`config.mk`:
```
export PLATFORM = sky130hd
export DESIGN_NAME = ufl_uart
export DESIGN_NICKNAME = d
export VERILOG_FILES = /design/src/design/ufl_pkg.sv /design/src/design/ufl_mem_if.sv /design/src/design/ufl_uart.sv /design/src/design/ufl_mem.sv
export SDC_FILE = /design/constraint.sdc
export NUM_CORES = 2
export LEC_CHECK = 0
export ABC_AREA = 1
export BUFFER_PORTS_ARGS = -buffer_cell sky130_fd_sc_hd__buf_4
export CAP_MARGIN = 5
export CORE_MARGIN = 4
export CORE_UTILIZATION = 35
export DETAILED_ROUTE_END_ITERATION = 16
export GPL_TIMING_DRIVEN = 0
export MAX_ROUTING_LAYER = met4
export PLACE_DENSITY = 0.51
export SLEW_MARGIN = 0
export SYNTH_ARGS = -nofsm -noshare
export SYNTH_HDL_FRONTEND = slang
export SYNTH_SLANG_ARGS = --single-unit
```
`constraint.sdc`:
```
create_clock -name clk -period 5.2 [get_ports clk]
set_clock_uncertainty 0.1 [all_clocks]
set_input_delay 1.04 -clock clk [delete_from_list [all_inputs] [get_ports clk]]
set_output_delay 1.04 -clock clk [all_outputs]
set_load 0.03 [all_outputs]
```
`src/design/ufl_pkg.sv`:
```
// Shared constants and types for the serial channel
package ufl_pkg;
  // Register offsets
  localparam logic [7:0] OFF_DATA = 8'h00;
  localparam logic [7:0] OFF_IRQ_EN = 8'h04;
  localparam logic [7:0] OFF_FIFO_CONTROL = 8'h08;
  localparam logic [7:0] OFF_LINE_CTL = 8'h0c;
  localparam logic [7:0] OFF_MODEM_CTL = 8'h10;
  localparam logic [7:0] OFF_STATUS = 8'h14;
  localparam logic [7:0] OFF_TIMEOUT = 8'h18;
  localparam logic [7:0] OFF_BAUD_DIVIDER = 8'h1c;
  localparam logic [7:0] OFF_FUNCTION_SELECT = 8'h20;
  localparam logic [7:0] OFF_COUNT = 8'h24;
  // Field positions
  localparam int FC_RXRST = 1;
  localparam int FC_TXRST = 2;
  localparam int FC_RXLVL = 4;
  localparam int FC_RTSLVL = 16;
  localparam int LC_WLS = 0;
  localparam int LC_NSB = 2;
  localparam int LC_PEN = 3;
  localparam int LC_EPE = 4;
  localparam int MC_RTS = 0;
  localparam int MC_AURTS = 4;
  localparam int MC_AUCTS = 5;
  localparam int BD_DIVX = 24;
  localparam int BD_ONE = 28;
  localparam int BD_EN = 29;
  localparam int FS_LIN = 0;
  localparam int FS_IRDA = 1;
  localparam int FS_LINBRK = 8;
  localparam int IE_TXE = 0;
  localparam int IE_RXTH = 1;
  localparam int IE_LS = 2;
  localparam int IE_MOD = 3;
  localparam int IE_TOUT = 4;
  localparam int IE_BUF = 5;
  localparam int IE_LIN = 6;
  localparam int ST_TXOV = 0;
  localparam int ST_MOD = 3;
  localparam int ST_PE = 4;
  localparam int ST_FE = 5;
  localparam int ST_BI = 6;
  localparam int ST_LIN = 7;
  localparam int ST_OE = 8;
  localparam int ST_TOUT = 9;
  localparam int ST_RXE = 14;
  localparam int ST_RXF = 15;
  localparam int ST_TXE = 22;
  localparam int ST_TXF = 23;
  localparam int ST_TXI = 24;
  localparam int CN_TX = 8;
  // Reset values
  localparam logic [1:0] RST_WLS = 2'h3;
  localparam logic [7:0] RST_TOR = 8'h40;
  // Timing
  localparam int OVS = 16;
  localparam int LIN_BRK_BITS = 13;
  localparam int IR_NUM = 3;
  localparam int IR_SH = 4;
  localparam int DEPTH_CH0 = 64;
  localparam int DEPTH_CHN = 16;
  typedef enum logic [2:0] {TX_IDLE, TX_START, TX_DATA, TX_PAR, TX_STOP, TX_BRK} ufl_tx_t;
  typedef enum logic [2:0] {RX_IDLE, RX_START, RX_DATA, RX_PAR, RX_STOP} ufl_rx_t;
endpackage

```
`src/design/ufl_mem_if.sv`:
```
// FIFO storage port between channel and memory
`timescale 1ns/1ps
interface ufl_mem_if;
  logic en;
  logic we;
  logic [5:0] waddr;
  logic [5:0] raddr;
  logic [7:0] wdata;
  logic [7:0] rdata;
  modport ctl(output en, we, waddr, raddr, wdata, input rdata);
  modport mem(input en, we, waddr, raddr, wdata, output rdata);
endinterface

```
`src/design/ufl_uart.sv`:
```
// Serial channel: FIFOs, baud divider, flow control, infrared and LIN modes
// Contract
// - Tx FIFO empty and Rx threshold interrupts
// - Line status interrupt on OE, PE, FE, break
// - Timeout, modem, buffer error, LIN break interrupts
// - Channel 0 FIFOs 64 bytes, others 16
// - Status readable anytime with four error flags
// - Plain mode: clock over 16*(divisor+2)
// - Extra divider: clock over (X+1)*(divisor+2)
// - Single divide: clock over (divisor+2)
// - Auto flow: receive only while RTS asserted
// - RTS released when Rx count hits level
// - Auto flow: transmit only while CTS asserted; a LIN break request (FS_LINBRK) is sent regardless of CTS
// - Infrared mode only via function select bit 1
// - Infrared frames are 8N1
// - Infrared is half-duplex only; a LIN break request (FS_LINBRK) still starts while a frame is being received
// - LIN enable bit selects LIN 8N1 mode
// - Character length five to eight bits
// - Even, odd or no parity
// - One, one and half, two stop bits
// - False start bits discarded
//
// Design decisions made here: the address-and-strobe port and the placing of the registers.
`timescale 1ns/1ps
module ufl_uart import ufl_pkg::*; #(
  parameter bit CHAN0 = 1'b1
) (
  input wire logic clk,
  input wire logic sys_rst,
  input wire logic ce,
  input wire logic [7:0] addr,
  input wire logic [31:0] wdata,
  input wire logic wr_en,
  input wire logic rd_en,
  output logic [31:0] rdata,
  input wire logic ser_in,
  output logic ser_out,
  input wire logic cts_n,
  output logic rts_n,
  output logic tx_fifo_empty_irq,
  output logic rx_threshold_irq,
  output logic line_status_irq,
  output logic timeout_irq,
  output logic modem_irq,
  output logic buf_err_irq,
  output logic lin_break_irq
);
  localparam logic [6:0] DEPTH = CHAN0 ? 7'(DEPTH_CH0) : 7'(DEPTH_CHN);
  localparam logic [5:0] MASK = 6'(DEPTH - 7'd1);

  typedef struct packed {
    logic [6:0] ier;
    logic [3:0] rxlvl;
    logic [3:0] rtslvl;
    logic [1:0] wls;
    logic nsb;
    logic pen;
    logic epe;
    logic rts_sw;
    logic aurts;
    logic aucts;
    logic [7:0] tor;
    logic [15:0] divisor_value;
    logic [3:0] divx;
    logic divone;
    logic diven;
    logic lin_en;
    logic irda_en;
    logic lin_req;
    logic txov;
    logic modem;
    logic pe;
    logic fe;
    logic bi;
    logic linbrk;
    logic oe;
    logic tout;
    logic [7:0] tocnt;
    logic [16:0] tbph;
    logic [6:0] txc;
    logic [6:0] rxc;
    logic [5:0] txw;
    logic [5:0] txr;
    logic [5:0] rxw;
    logic [5:0] rxr;
    logic [15:0] pre;
    ufl_tx_t txs;
    logic [17:0] txph;
    logic [3:0] txbit;
    logic [7:0] txsh;
    ufl_rx_t rxs;
    logic [16:0] rxph;
    logic [3:0] rxbit;
    logic [7:0] rxsh;
    logic rxpb;
    logic [16:0] irst;
    logic cts_q;
    logic rts_n;
    logic ser_out;
    logic [31:0] rdata;
  } ufl_st_t;

  localparam ufl_st_t ST_RST = '{wls: RST_WLS, tor: RST_TOR, txs: TX_IDLE, rxs: RX_IDLE,
    cts_q: 1'b1, rts_n: 1'b1, ser_out: 1'b1, default: '0};

  function automatic logic [3:0] nbits(input logic [1:0] w);
    return 4'd5 + {2'b00, w};
  endfunction

  function automatic logic par_of(input logic [7:0] d, input logic [1:0] w, input logic ev);
    logic [7:0] m;
    m = 8'hff >> (3'd3 - {1'b0, w});
    return ^(d & m) ^ !ev;
  endfunction

  function automatic logic [5:0] inc(input logic [5:0] p);
    return (p + 6'd1) & MASK;
  endfunction

  ufl_st_t q;
  ufl_st_t nx;
  ufl_mem_if tmi();
  ufl_mem_if rmi();
  logic tick;
  logic li;
  logic fix;
  logic [1:0] wls_e;
  logic pen_e;
  logic [3:0] nb;
  logic [15:0] pmax;
  logic [16:0] nbit;
  logic [16:0] nlast;
  logic [16:0] half;
  logic [17:0] stopl;
  logic [17:0] irw;
  logic txpush;
  logic txgo;
  logic rxpop;
  logic rx_push;

  ////////////////////////////////////////////////////////////////////////////////
  // Baud divider: bit time is always pmax+1 clocks times nbit ticks
  // Single divide uses a one-clock tick so the receiver still samples mid-bit
  assign pmax = (q.diven && q.divone) ? 16'h0 : q.divisor_value + 16'd1;
  assign nbit = !q.diven ? 17'(OVS) :
                (q.divone ? {1'b0, q.divisor_value} + 17'd2 : {13'h0, q.divx} + 17'd1);
  assign tick = q.pre >= pmax;
  assign nlast = nbit - 17'd1;
  assign half = nbit >> 1;
  assign fix = q.lin_en || q.irda_en;
  assign wls_e = fix ? 2'h3 : q.wls;
  assign pen_e = !fix && q.pen;
  assign nb = nbits(wls_e);
  assign stopl = (!fix && q.nsb) ? (wls_e == 2'h0 ? {1'b0, nbit} + {1'b0, half} : {nbit, 1'b0})
                                 : {1'b0, nbit};
  assign irw = ({1'b0, nbit} * 18'(IR_NUM)) >> IR_SH;
  // Infrared decoder stretches a short low pulse over the whole bit
  assign li = q.irda_en ? (ser_in && q.irst == 17'h0) : ser_in;

  assign txpush = wr_en && addr == OFF_DATA && q.txc < DEPTH;
  assign rxpop = rd_en && addr == OFF_DATA && q.rxc != 7'h0;
  assign txgo = q.txs == TX_IDLE && !q.lin_req && q.txc != 7'h0 && (!q.aucts || !q.cts_q)
                && !(q.irda_en && q.rxs != RX_IDLE);

  ////////////////////////////////////////////////////////////////////////////////
  always_comb begin
    logic [31:0] w1c;
    logic [31:0] st;
    logic bitv;
    logic brk;
    w1c = (wr_en && addr == OFF_STATUS) ? wdata : 32'h0;
    st = 32'h0;
    bitv = 1'b1;
    brk = 1'b0;
    rx_push = 1'b0;
    nx = q;
    // Clears first so a set in the same cycle wins
    nx.txov = q.txov && !w1c[ST_TXOV];
    nx.modem = q.modem && !w1c[ST_MOD];
    nx.pe = q.pe && !w1c[ST_PE];
    nx.fe = q.fe && !w1c[ST_FE];
    nx.bi = q.bi && !w1c[ST_BI];
    nx.linbrk = q.linbrk && !w1c[ST_LIN];
    nx.oe = q.oe && !w1c[ST_OE];
    if (wr_en) begin
      case (addr)
        OFF_IRQ_EN: nx.ier = wdata[6:0];
        OFF_FIFO_CONTROL: begin
          nx.rxlvl = wdata[FC_RXLVL +: 4];
          nx.rtslvl = wdata[FC_RTSLVL +: 4];
        end
        OFF_LINE_CTL: begin
          nx.wls = wdata[LC_WLS +: 2];
          nx.nsb = wdata[LC_NSB];
          nx.pen = wdata[LC_PEN];
          nx.epe = wdata[LC_EPE];
        end
        OFF_MODEM_CTL: begin
          nx.rts_sw = wdata[MC_RTS];
          nx.aurts = wdata[MC_AURTS];
          nx.aucts = wdata[MC_AUCTS];
        end
        OFF_TIMEOUT: nx.tor = wdata[7:0];
        OFF_BAUD_DIVIDER: begin
          nx.divisor_value = wdata[15:0];
          nx.divx = wdata[BD_DIVX +: 4];
          nx.divone = wdata[BD_ONE];
          nx.diven = wdata[BD_EN];
        end
        OFF_FUNCTION_SELECT: begin
          nx.lin_en = wdata[FS_LIN];
          nx.irda_en = wdata[FS_IRDA];
          if (wdata[FS_LINBRK]) begin
            nx.lin_req = 1'b1;
          end
        end
        default: ;
      endcase
    end
    if (wr_en && addr == OFF_DATA && q.txc >= DEPTH) begin
      nx.txov = 1'b1;
    end
    nx.pre = tick ? 16'h0 : q.pre + 16'd1;

    // Transmitter
    if (txgo) begin
      nx.txs = TX_START;
      nx.txph = 18'h0;
      nx.txsh = tmi.rdata;
    end else if (q.txs == TX_IDLE && q.lin_req) begin
      nx.txs = TX_BRK;
      nx.lin_req = wr_en && addr == OFF_FUNCTION_SELECT && wdata[FS_LINBRK];
      nx.txph = 18'h0;
      nx.txbit = 4'h0;
    end else if (tick && q.txs != TX_IDLE) begin
      nx.txph = q.txph + 18'd1;
      if (q.txs == TX_STOP) begin
        if (q.txph == stopl - 18'd1) begin
          nx.txs = TX_IDLE;
        end
      end else if (q.txph == {1'b0, nlast}) begin
        nx.txph = 18'h0;
        case (q.txs)
          TX_START: begin
            nx.txs = TX_DATA;
            nx.txbit = 4'h0;
          end
          TX_DATA: begin
            if (q.txbit == nb - 4'd1) begin
              nx.txs = pen_e ? TX_PAR : TX_STOP;
            end else begin
              nx.txbit = q.txbit + 4'd1;
            end
          end
          TX_PAR: nx.txs = TX_STOP;
          TX_BRK: begin
            if (q.txbit == 4'(LIN_BRK_BITS - 1)) begin
              nx.txs = TX_STOP;
            end else begin
              nx.txbit = q.txbit + 4'd1;
            end
          end
          default: nx.txs = TX_IDLE;
        endcase
      end
    end
    case (nx.txs)
      TX_START: bitv = 1'b0;
      TX_DATA: bitv = nx.txsh[nx.txbit[2:0]];
      TX_PAR: bitv = par_of(nx.txsh, wls_e, q.epe);
      TX_BRK: bitv = 1'b0;
      default: bitv = 1'b1;
    endcase
    // Infrared encoder sends a low pulse of 3/16 bit for each zero
    nx.ser_out = q.irda_en ? !(!bitv && nx.txph < irw) : bitv;

    // Receiver
    nx.irst = !ser_in ? nbit : ((tick && q.irst != 17'h0) ? q.irst - 17'd1 : q.irst);
    if (q.rxs == RX_IDLE) begin
      if (tick && !li && !(q.aurts && q.rts_n)
          && !(q.irda_en && (q.txs != TX_IDLE || txgo))) begin
        nx.rxs = RX_START;
        nx.rxph = 17'h0;
        nx.rxsh = 8'h0;
      end
    end else if (tick) begin
      nx.rxph = q.rxph == nlast ? 17'h0 : q.rxph + 17'd1;
      case (q.rxs)
        RX_START: begin
          if (q.rxph == half && li) begin
            nx.rxs = RX_IDLE;
          end else if (q.rxph == nlast) begin
            nx.rxs = RX_DATA;
            nx.rxbit = 4'h0;
          end
        end
        RX_DATA: begin
          if (q.rxph == half) begin
            nx.rxsh[q.rxbit[2:0]] = li;
          end
          if (q.rxph == nlast) begin
            if (q.rxbit == nb - 4'd1) begin
              nx.rxs = pen_e ? RX_PAR : RX_STOP;
            end else begin
              nx.rxbit = q.rxbit + 4'd1;
            end
          end
        end
        RX_PAR: begin
          if (q.rxph == half) begin
            nx.rxpb = li;
          end
          if (q.rxph == nlast) begin
            nx.rxs = RX_STOP;
          end
        end
        RX_STOP: begin
          if (q.rxph == half) begin
            nx.rxs = RX_IDLE;
            brk = q.rxsh == 8'h0 && !li && (!pen_e || !q.rxpb);
            if (!li) begin
              nx.fe = 1'b1;
            end
            if (pen_e && q.rxpb != par_of(q.rxsh, wls_e, q.epe)) begin
              nx.pe = 1'b1;
            end
            if (brk) begin
              nx.bi = 1'b1;
            end
            if (brk && q.lin_en) begin
              nx.linbrk = 1'b1;
            end
            if (q.rxc < DEPTH) begin
              rx_push = 1'b1;
            end else begin
              nx.oe = 1'b1;
            end
          end
        end
        default: nx.rxs = RX_IDLE;
      endcase
    end

    // FIFO pointers and counts
    if (txpush) begin
      nx.txw = inc(q.txw);
    end
    if (txgo) begin
      nx.txr = inc(q.txr);
    end
    nx.txc = q.txc + {6'h0, txpush} - {6'h0, txgo};
    if (rx_push) begin
      nx.rxw = inc(q.rxw);
    end
    if (rxpop) begin
      nx.rxr = inc(q.rxr);
    end
    nx.rxc = q.rxc + {6'h0, rx_push} - {6'h0, rxpop};
    if (wr_en && addr == OFF_FIFO_CONTROL && wdata[FC_TXRST]) begin
      nx.txw = 6'h0;
      nx.txr = 6'h0;
      nx.txc = 7'h0;
    end
    if (wr_en && addr == OFF_FIFO_CONTROL && wdata[FC_RXRST]) begin
      nx.rxw = 6'h0;
      nx.rxr = 6'h0;
      nx.rxc = 7'h0;
    end

    // Receive timeout counted in bit times of line silence
    nx.tbph = tick ? (q.tbph >= nlast ? 17'h0 : q.tbph + 17'd1) : q.tbph;
    if (q.rxs != RX_IDLE || q.rxc == 7'h0 || rxpop) begin
      nx.tocnt = 8'h0;
      nx.tout = 1'b0;
    end else if (tick && q.tbph >= nlast && !q.tout) begin
      if (q.tocnt == q.tor) begin
        nx.tout = 1'b1;
      end else begin
        nx.tocnt = q.tocnt + 8'd1;
      end
    end

    // Flow control lines
    nx.cts_q = cts_n;
    if (q.cts_q != cts_n) begin
      nx.modem = 1'b1;
    end
    nx.rts_n = q.aurts ? (q.rxc >= {3'h0, q.rtslvl}) : !q.rts_sw;

    // Register read, data stands one cycle
    st[ST_TXOV] = q.txov;
    st[ST_MOD] = q.modem;
    st[ST_PE] = q.pe;
    st[ST_FE] = q.fe;
    st[ST_BI] = q.bi;
    st[ST_LIN] = q.linbrk;
    st[ST_OE] = q.oe;
    st[ST_TOUT] = q.tout;
    st[ST_RXE] = q.rxc == 7'h0;
    st[ST_RXF] = q.rxc >= DEPTH;
    st[ST_TXE] = q.txc == 7'h0;
    st[ST_TXF] = q.txc >= DEPTH;
    st[ST_TXI] = q.txs == TX_IDLE;
    nx.rdata = 32'h0;
    if (rd_en) begin
      case (addr)
        OFF_DATA: nx.rdata = {24'h0, rmi.rdata};
        OFF_IRQ_EN: nx.rdata = {25'h0, q.ier};
        OFF_FIFO_CONTROL: nx.rdata = {12'h0, q.rtslvl, 8'h0, q.rxlvl, 4'h0};
        OFF_LINE_CTL: nx.rdata = {27'h0, q.epe, q.pen, q.nsb, q.wls};
        OFF_MODEM_CTL: nx.rdata = {26'h0, q.aucts, q.aurts, 3'h0, q.rts_sw};
        OFF_STATUS: nx.rdata = st;
        OFF_TIMEOUT: nx.rdata = {24'h0, q.tor};
        OFF_BAUD_DIVIDER: nx.rdata = {2'h0, q.diven, q.divone, q.divx, 8'h0, q.divisor_value};
        OFF_FUNCTION_SELECT: nx.rdata = {30'h0, q.irda_en, q.lin_en};
        OFF_COUNT: nx.rdata = {17'h0, q.txc, 1'b0, q.rxc};
        default: nx.rdata = 32'h0;
      endcase
    end
  end

  always_ff @(posedge clk) begin
    if (sys_rst) begin
      q <= ST_RST;
    end else if (ce) begin
      q <= nx;
    end
  end

  ////////////////////////////////////////////////////////////////////////////////
  // FIFO storage; read address runs one cycle ahead (next pointer) so head data is ready
  assign tmi.en = ce;
  assign tmi.we = txpush;
  assign tmi.waddr = q.txw;
  assign tmi.wdata = wdata[7:0];
  assign tmi.raddr = nx.txr;
  assign rmi.en = ce;
  assign rmi.we = rx_push;
  assign rmi.waddr = q.rxw;
  assign rmi.wdata = q.rxsh;
  assign rmi.raddr = nx.rxr;
  ufl_mem u_txm (.clk(clk), .m(tmi.mem));
  ufl_mem u_rxm (.clk(clk), .m(rmi.mem));

  assign rdata = q.rdata;
  assign ser_out = q.ser_out;
  assign rts_n = q.rts_n;
  assign tx_fifo_empty_irq = q.txc == 7'h0 && q.ier[IE_TXE];
  assign rx_threshold_irq = q.rxc > {3'h0, q.rxlvl} && q.ier[IE_RXTH];
  assign line_status_irq = (q.pe || q.fe || q.bi || q.oe) && q.ier[IE_LS];
  assign timeout_irq = q.tout && q.ier[IE_TOUT];
  assign modem_irq = q.modem && q.ier[IE_MOD];
  assign buf_err_irq = q.txov && q.ier[IE_BUF];
  assign lin_break_irq = q.linbrk && q.ier[IE_LIN];
endmodule

```
`src/design/ufl_mem.sv`:
```
// Byte memory with registered read data
`timescale 1ns/1ps
module ufl_mem (
  input wire logic clk,
  ufl_mem_if.mem m
);
  logic [7:0] ram [64];
  always_ff @(posedge clk) begin
    if (m.en) begin
      if (m.we) begin
        ram[m.waddr] <= m.wdata;
      end
      // Bypass so a byte written now is seen at once
      m.rdata <= (m.we && m.waddr == m.raddr) ? m.wdata : ram[m.raddr];
    end
  end
endmodule

```
# --- Yosys cells after proc, flatten, opt, wreduce, memory -nomap -nowiden ---
# Memories as Yosys holds them, arrays and structs flattened. A register that Yosys moved wholly into a read port is not among the register bits.
# Cells that the tools add are included.
classes:
  n_addsub: 25
  multipliers: 1
  order_cmp: 12
  eq_ne: 47
  shifts: 1
  n_mux: 99
  n_bitwise: 6
  n_reduce_logical: 128
ops:
  columns: ["cell", "n"]
  rows:
  - ["case mux 30 bit (10 select lines)", 1]
  - ["two-way mux 17 bit", 6]
  - ["two-way mux 25 bit", 3]
  - ["logical AND 1 bit", 51]
  - ["two-way mux 8 bit", 6]
  - ["two-way mux 20 bit", 2]
  - ["two-way mux 18 bit", 2]
  - ["two-way mux 3 bit", 12]
  - ["adder 17 x 1 -> 17 bit (second input constant)", 2]
  - ["subtractor 17 x 1 -> 17 bit (second input constant)", 2]
  - ["two-way mux 33 bit", 1]
  - ["adder 16 x 1 -> 16 bit (second input constant)", 2]
  - ["== test 8 x 5 -> 1 bit (second input constant)", 4]
  - ["two-way mux 16 bit", 2]
  - ["two-way mux 1 bit", 31]
  - ["two-way mux 30 bit", 1]
  - ["AND reduction 3 bit", 10]
  - ["two-way mux 9 bit", 3]
  - ["adder 6 x 1 -> 6 bit (second input constant)", 4]
  - ["two-way mux 12 bit", 2]
  - ["two-way mux 4 bit", 6]
  - ["two-way mux 6 bit", 4]
  - ["case mux 3 bit (4 select lines)", 2]
  - ["AND reduction 8 bit", 3]
  - ["other kinds (71)", 157]
word_totals:
  ff_bits: 261
  ram_bits: 1024
  input_bits: 47
  out_inout_bits: 41
  word_cells: 371
  memories: 2
mem_list:
  columns: ["memory", "words", "width", "read_ports", "rd_clocked_by_memory_dff", "write_ports", "line_no", "text"]
  rows:
  - ["u_rxm.ram", 64, 8, 1, 1, 1, "ufl_mem.sv:7", "logic [7:0] ram [64];"]
  - ["u_txm.ram", 64, 8, 1, 1, 1, "ufl_mem.sv:7", null]

# --- Logic depth before layout (Yosys ltp) ---
logic_depth:
  word_depth: 20
  depth_mapped: 38
  depth_no_buf: 36

# --- Modules after synthesis ---
# From an unflattened synthesis, not the netlist that was laid out.
unflattened:
  hier_cells: 6792
  area_unflattened_um2: 62880.3
modules_own_cells:
  columns: ["module", "n_inst", "cells_per_inst", "area_each_um2", "seq_area_each_um2"]
  rows:
  - ["ufl_mem at u_rxm", 1, 1823, 21470.6, 15615.0]
  - ["ufl_mem at u_txm", 1, 1813, 21428.1, 15615.0]
  - ["ufl_uart", 1, 3156, 19981.7, 5144.9]

# --- Worst setup path before layout ---
# OpenSTA, ideal clock, no wires.
synth_path:
  path_kind: "register to register"
  from: "register q[215] (netlist name)"
  to: "register q (netlist bit ser_out)"
  arrival_ps: 4611
  slack_ps: 374
  path_stages_with_launch: 33
  path_buffers: 2
  synth_period_minus_slack_ps: 4826
  cell_sequence: "dfxtp_1 ha_1 nand2_1 nor2_1 inv_1 nor2_1 inv_1 nor2_1 o21ai_0 ha_1 nand2_1 inv_1 nand3_1 nor3_1 nand3_1 nand3_1 nand2_1 inv_1 buf_2 buf_1 nor2_1 a2111oi_2 ha_1 a21oi_1 nor2_1 a211oi_1 o211ai_1 nor2_1 nor2_1 a21oi_1 nand2_1 nand2_1 nand2_1"
synth_rtl:
  columns: ["item", "line_no", "text"]
  rows:
  - ["from (decl)", "ufl_uart.sv:120", "ufl_st_t q;"]
  - ["from (signal assigned)", "ufl_uart.sv:426", "q <= nx;"]

==> impl_metrics.yaml <==
setup_path:
  worstReg2RegStart: "q[218]"
  cp.arrival_ps: 5930
  r2r-end: "ser_out"
  cp-start-kind: "flop"
  slowest_delay_ps: 340
  critPathMaxFanout: 8
  r2r_setup_slack_ps: -110
  critPathKind: "flop to flop"
  slowest_stage: "ha_1"
  reg2reg_depth: 35
  critPathRequiredTime_ps: 5820
  cp-end-kind: "flop"
place:
  hpwl_um: 164200
  placed_cells: 8569
  postPlaceCellArea_um2: 64960
  gp_congestion: 0.9516
  portBuffers: 77
timing:
  timing.fmax_mhz: 188.2
  setup_ws_ps: -113.3
  finalHoldViolCount: 0
  rsz0062_at_grt: "true"
  worst_pin_slew_ps: 1208
  slew_headroom: 0.1945
  period_share: 1.022
  fin_crit_ps: 5313
  tns_ps: -178.6
  finalSetupViolCount: 2
  slew_viol_final: 0
run:
  drv_cap: 0
synthesis:
  ys_types: 73
  syn_area_um2: 61230
  synth_ff_type: "edfxtp_1"
  seq_area_frac_synth: 0.5940
  synth-warning-count: 0
  synth_area_per_cell_um2: 9.954
  netlist_instances: 6152
  ys_seq_elements: 1297
  async_flop_share: 0
  synth_edf_count: 1040
pwr:
  power.leakage_nw: 25.59
  ir_drop_uv: 359.0
  p_per_area_nw_per_um2: 421.8
floorplanning:
  start_util: 0.3519
  dieArea_um2: 181700
  die_x_um: 426.3
  ios: 88
  chipHeight_um: 426.3
  core-area_um2: 174000
  num_rows: 153
route:
  finalWirelength_um: 233700
  vias_per_cell: 5.633
  num_vias: 50350
  firstDrtPassIters: 6
  routedWlPerCell_um: 26.15
  ant_nets: 0
  drtIter0Drc: 5865
  drc: 0
grt:
  grt_usage: 0.2568
  grt_pass1_wl_um: 332300
  grt_max_degree: 71
  grt_util_met1: 0.3464
  grt_pass1_vias: 47270
  antenna_found_initial: 7
  met2_usage: 0.3869
  grt_overflow: 0
  use_met3: 0.04609
  grt-busiest-layer: "met2"
clock_network:
  numClockSinks: 1297
  h-tree-depth: 4
  numCtsBuffers: 146
  cts_tree: "yes"
  clk_latency_ps: 840
  clk_pin_slew_ps: 60
  cts_buffer_depth: 3
  clockRootBuffer: "clkbuf_16"
  hold_buffers: 0
final_layout:
  fin_cells: 8938
  fin_nets: 6672
  utilization: 0.4139
  nFillCells: 16790
  drive_gt1_frac: 0.1340
  stdcell_area_um2: 72030
  area_growth_pct: 17.63
status:
  violations: "negative setup slack"
  outcome: "finished with violations"
min_path:
  hold_depth: 2
  min_from: "rdata[12]"
  whs_endpoint: "rdata[12]"
  min_path_type: "flop to flop"
## critical path, delay by kind of cell (launching register included)
family / cells / cell delay (ps)
AOI/OAI and AO/OA: 6 / 1200
adders and majority gates: 2 / 570
buffers and inverters: 7 / 940
DFF: 1 / 320
and+or+nand+nor: 20 / 2060
## worst max path at each step
stage               cells past startpoint          endpoint  startpoint  slack (ps)
floorplan                              32           ser_out      q[215]         370
global placement                       14  u_rxm.m.rdata[2]    wdata[1]       -2040
detailed placement                     32           ser_out      q[215]       -2060
CTS                                    32           ser_out      q[210]        -360
global route                           38           ser_out      q[218]        -330
finish                                 35           ser_out      q[218]        -110
## cells by family (layout without fill, tap and decap cells)
family                   after synthesis  in the layout  share of synthesized area
AO/OA/AOI/OAI                       1526           1526                     0.1487
other                                  1              7                 0.00006124
buffers and inverters                820           1275                    0.05315
flip-flops                          1297           1297                     0.5940
XOR/XNOR                              99             99                    0.01498
adder cells (fa/ha/maj)              128            128                    0.02652
AND/OR/NAND/NOR                     2281           2281                     0.1626
## timing repair
item,4_1_cts,5_1_grt
endpoints found under the setup margin,601,362
pin swaps,33,71
gates resized for setup,231,230
hold endpoints to repair,0,0
buffers inserted,44,62
## state kept, by name, summed over array words and instances, names as in the netlist
name,count
rmi.waddr,6
u_txm.ram,512
rts_n,1
u_rxm.ram,512
rmi.wdata,8
q,207
u_txm.m.rdata,8
u_rxm.m.rdata,8
rdata,28
ser_out,1
tmi.waddr,6
## synth_stat cells, types with 71 or more instances
master / n / area [µm²]
edfxtp_1: 1040 / 31230
clkbuf_1: 269 / 1010
inv_1: 430 / 1614
nor3_1: 101 / 505.5
dfxtp_1: 257 / 5145
nand3_1: 337 / 1687
nor2_1: 924 / 3468
xor2_1: 71 / 621.9
o221ai_1: 218 / 1909
o21ai_0: 722 / 3613
ha_1: 125 / 1564
nand2_1: 697 / 2616
nand4_1: 72 / 450.4
a21oi_1: 318 / 1592
## power breakdown
| part | internal (mW) | switching, mW | leakage, nW |
|---|---|---|---|
| Sequential | 11.3 | 0.110 | 12.1 |
| Clock | 5.88 | 4.52 | 2.30 |
| Combinational | 2.22 | 6.37 | 11.2 |
## final cells by class
type                       count  area, µm²  area share
clock buffer                 188       3913     0.05432
tap                         2325       2909     0.04039
inverter                     472       1804     0.02505
sequential                  1297      36420      0.5057
buffer                       347       1604     0.02227
antenna                        3      7.507   0.0001042
multi-input combinational   4038      22810      0.3167
clock inverter                73      845.8     0.01174
timing repair buffer         195       1707     0.02369
## cell usage in the layout (no fill, tap or decap), drive strengths merged, types with 115 or more instances in the layout
cell type	netlist	routed
o221ai	218	218
clkbuf	269	458
ha	125	125
buf	79	271
a21oi	324	324
nor2	950	950
inv	461	464
edfxtp	1040	1040
nor3	115	115
nand3	351	351
o21ai	742	742
nand2	727	727
dfxtp	257	257
## per-layer routing
| metal | part of all wire | up-vias |
|---|---|---|
| met5 | 0 | - |
| met4 | 0.043 | 0 |
| met3 | 0.080 | 470 |
| met2 | 0.45 | 2267 |
| met1 | 0.43 | 24900 |
| li1 | - | 22720 |
## metrics by stage
stage                     setup slack (ps)  hold slack [ps]  total power [mW]
after floorplan                      374.2            339.0             16.28
after global placement               -2037            355.9             19.78
after detailed placement             -2056            359.5             19.81
after CTS                           -362.5            329.0             30.21
after global routing                -333.6            365.1             31.53
final                               -113.3            365.5             30.38
(Power assumes the default switching activity.)
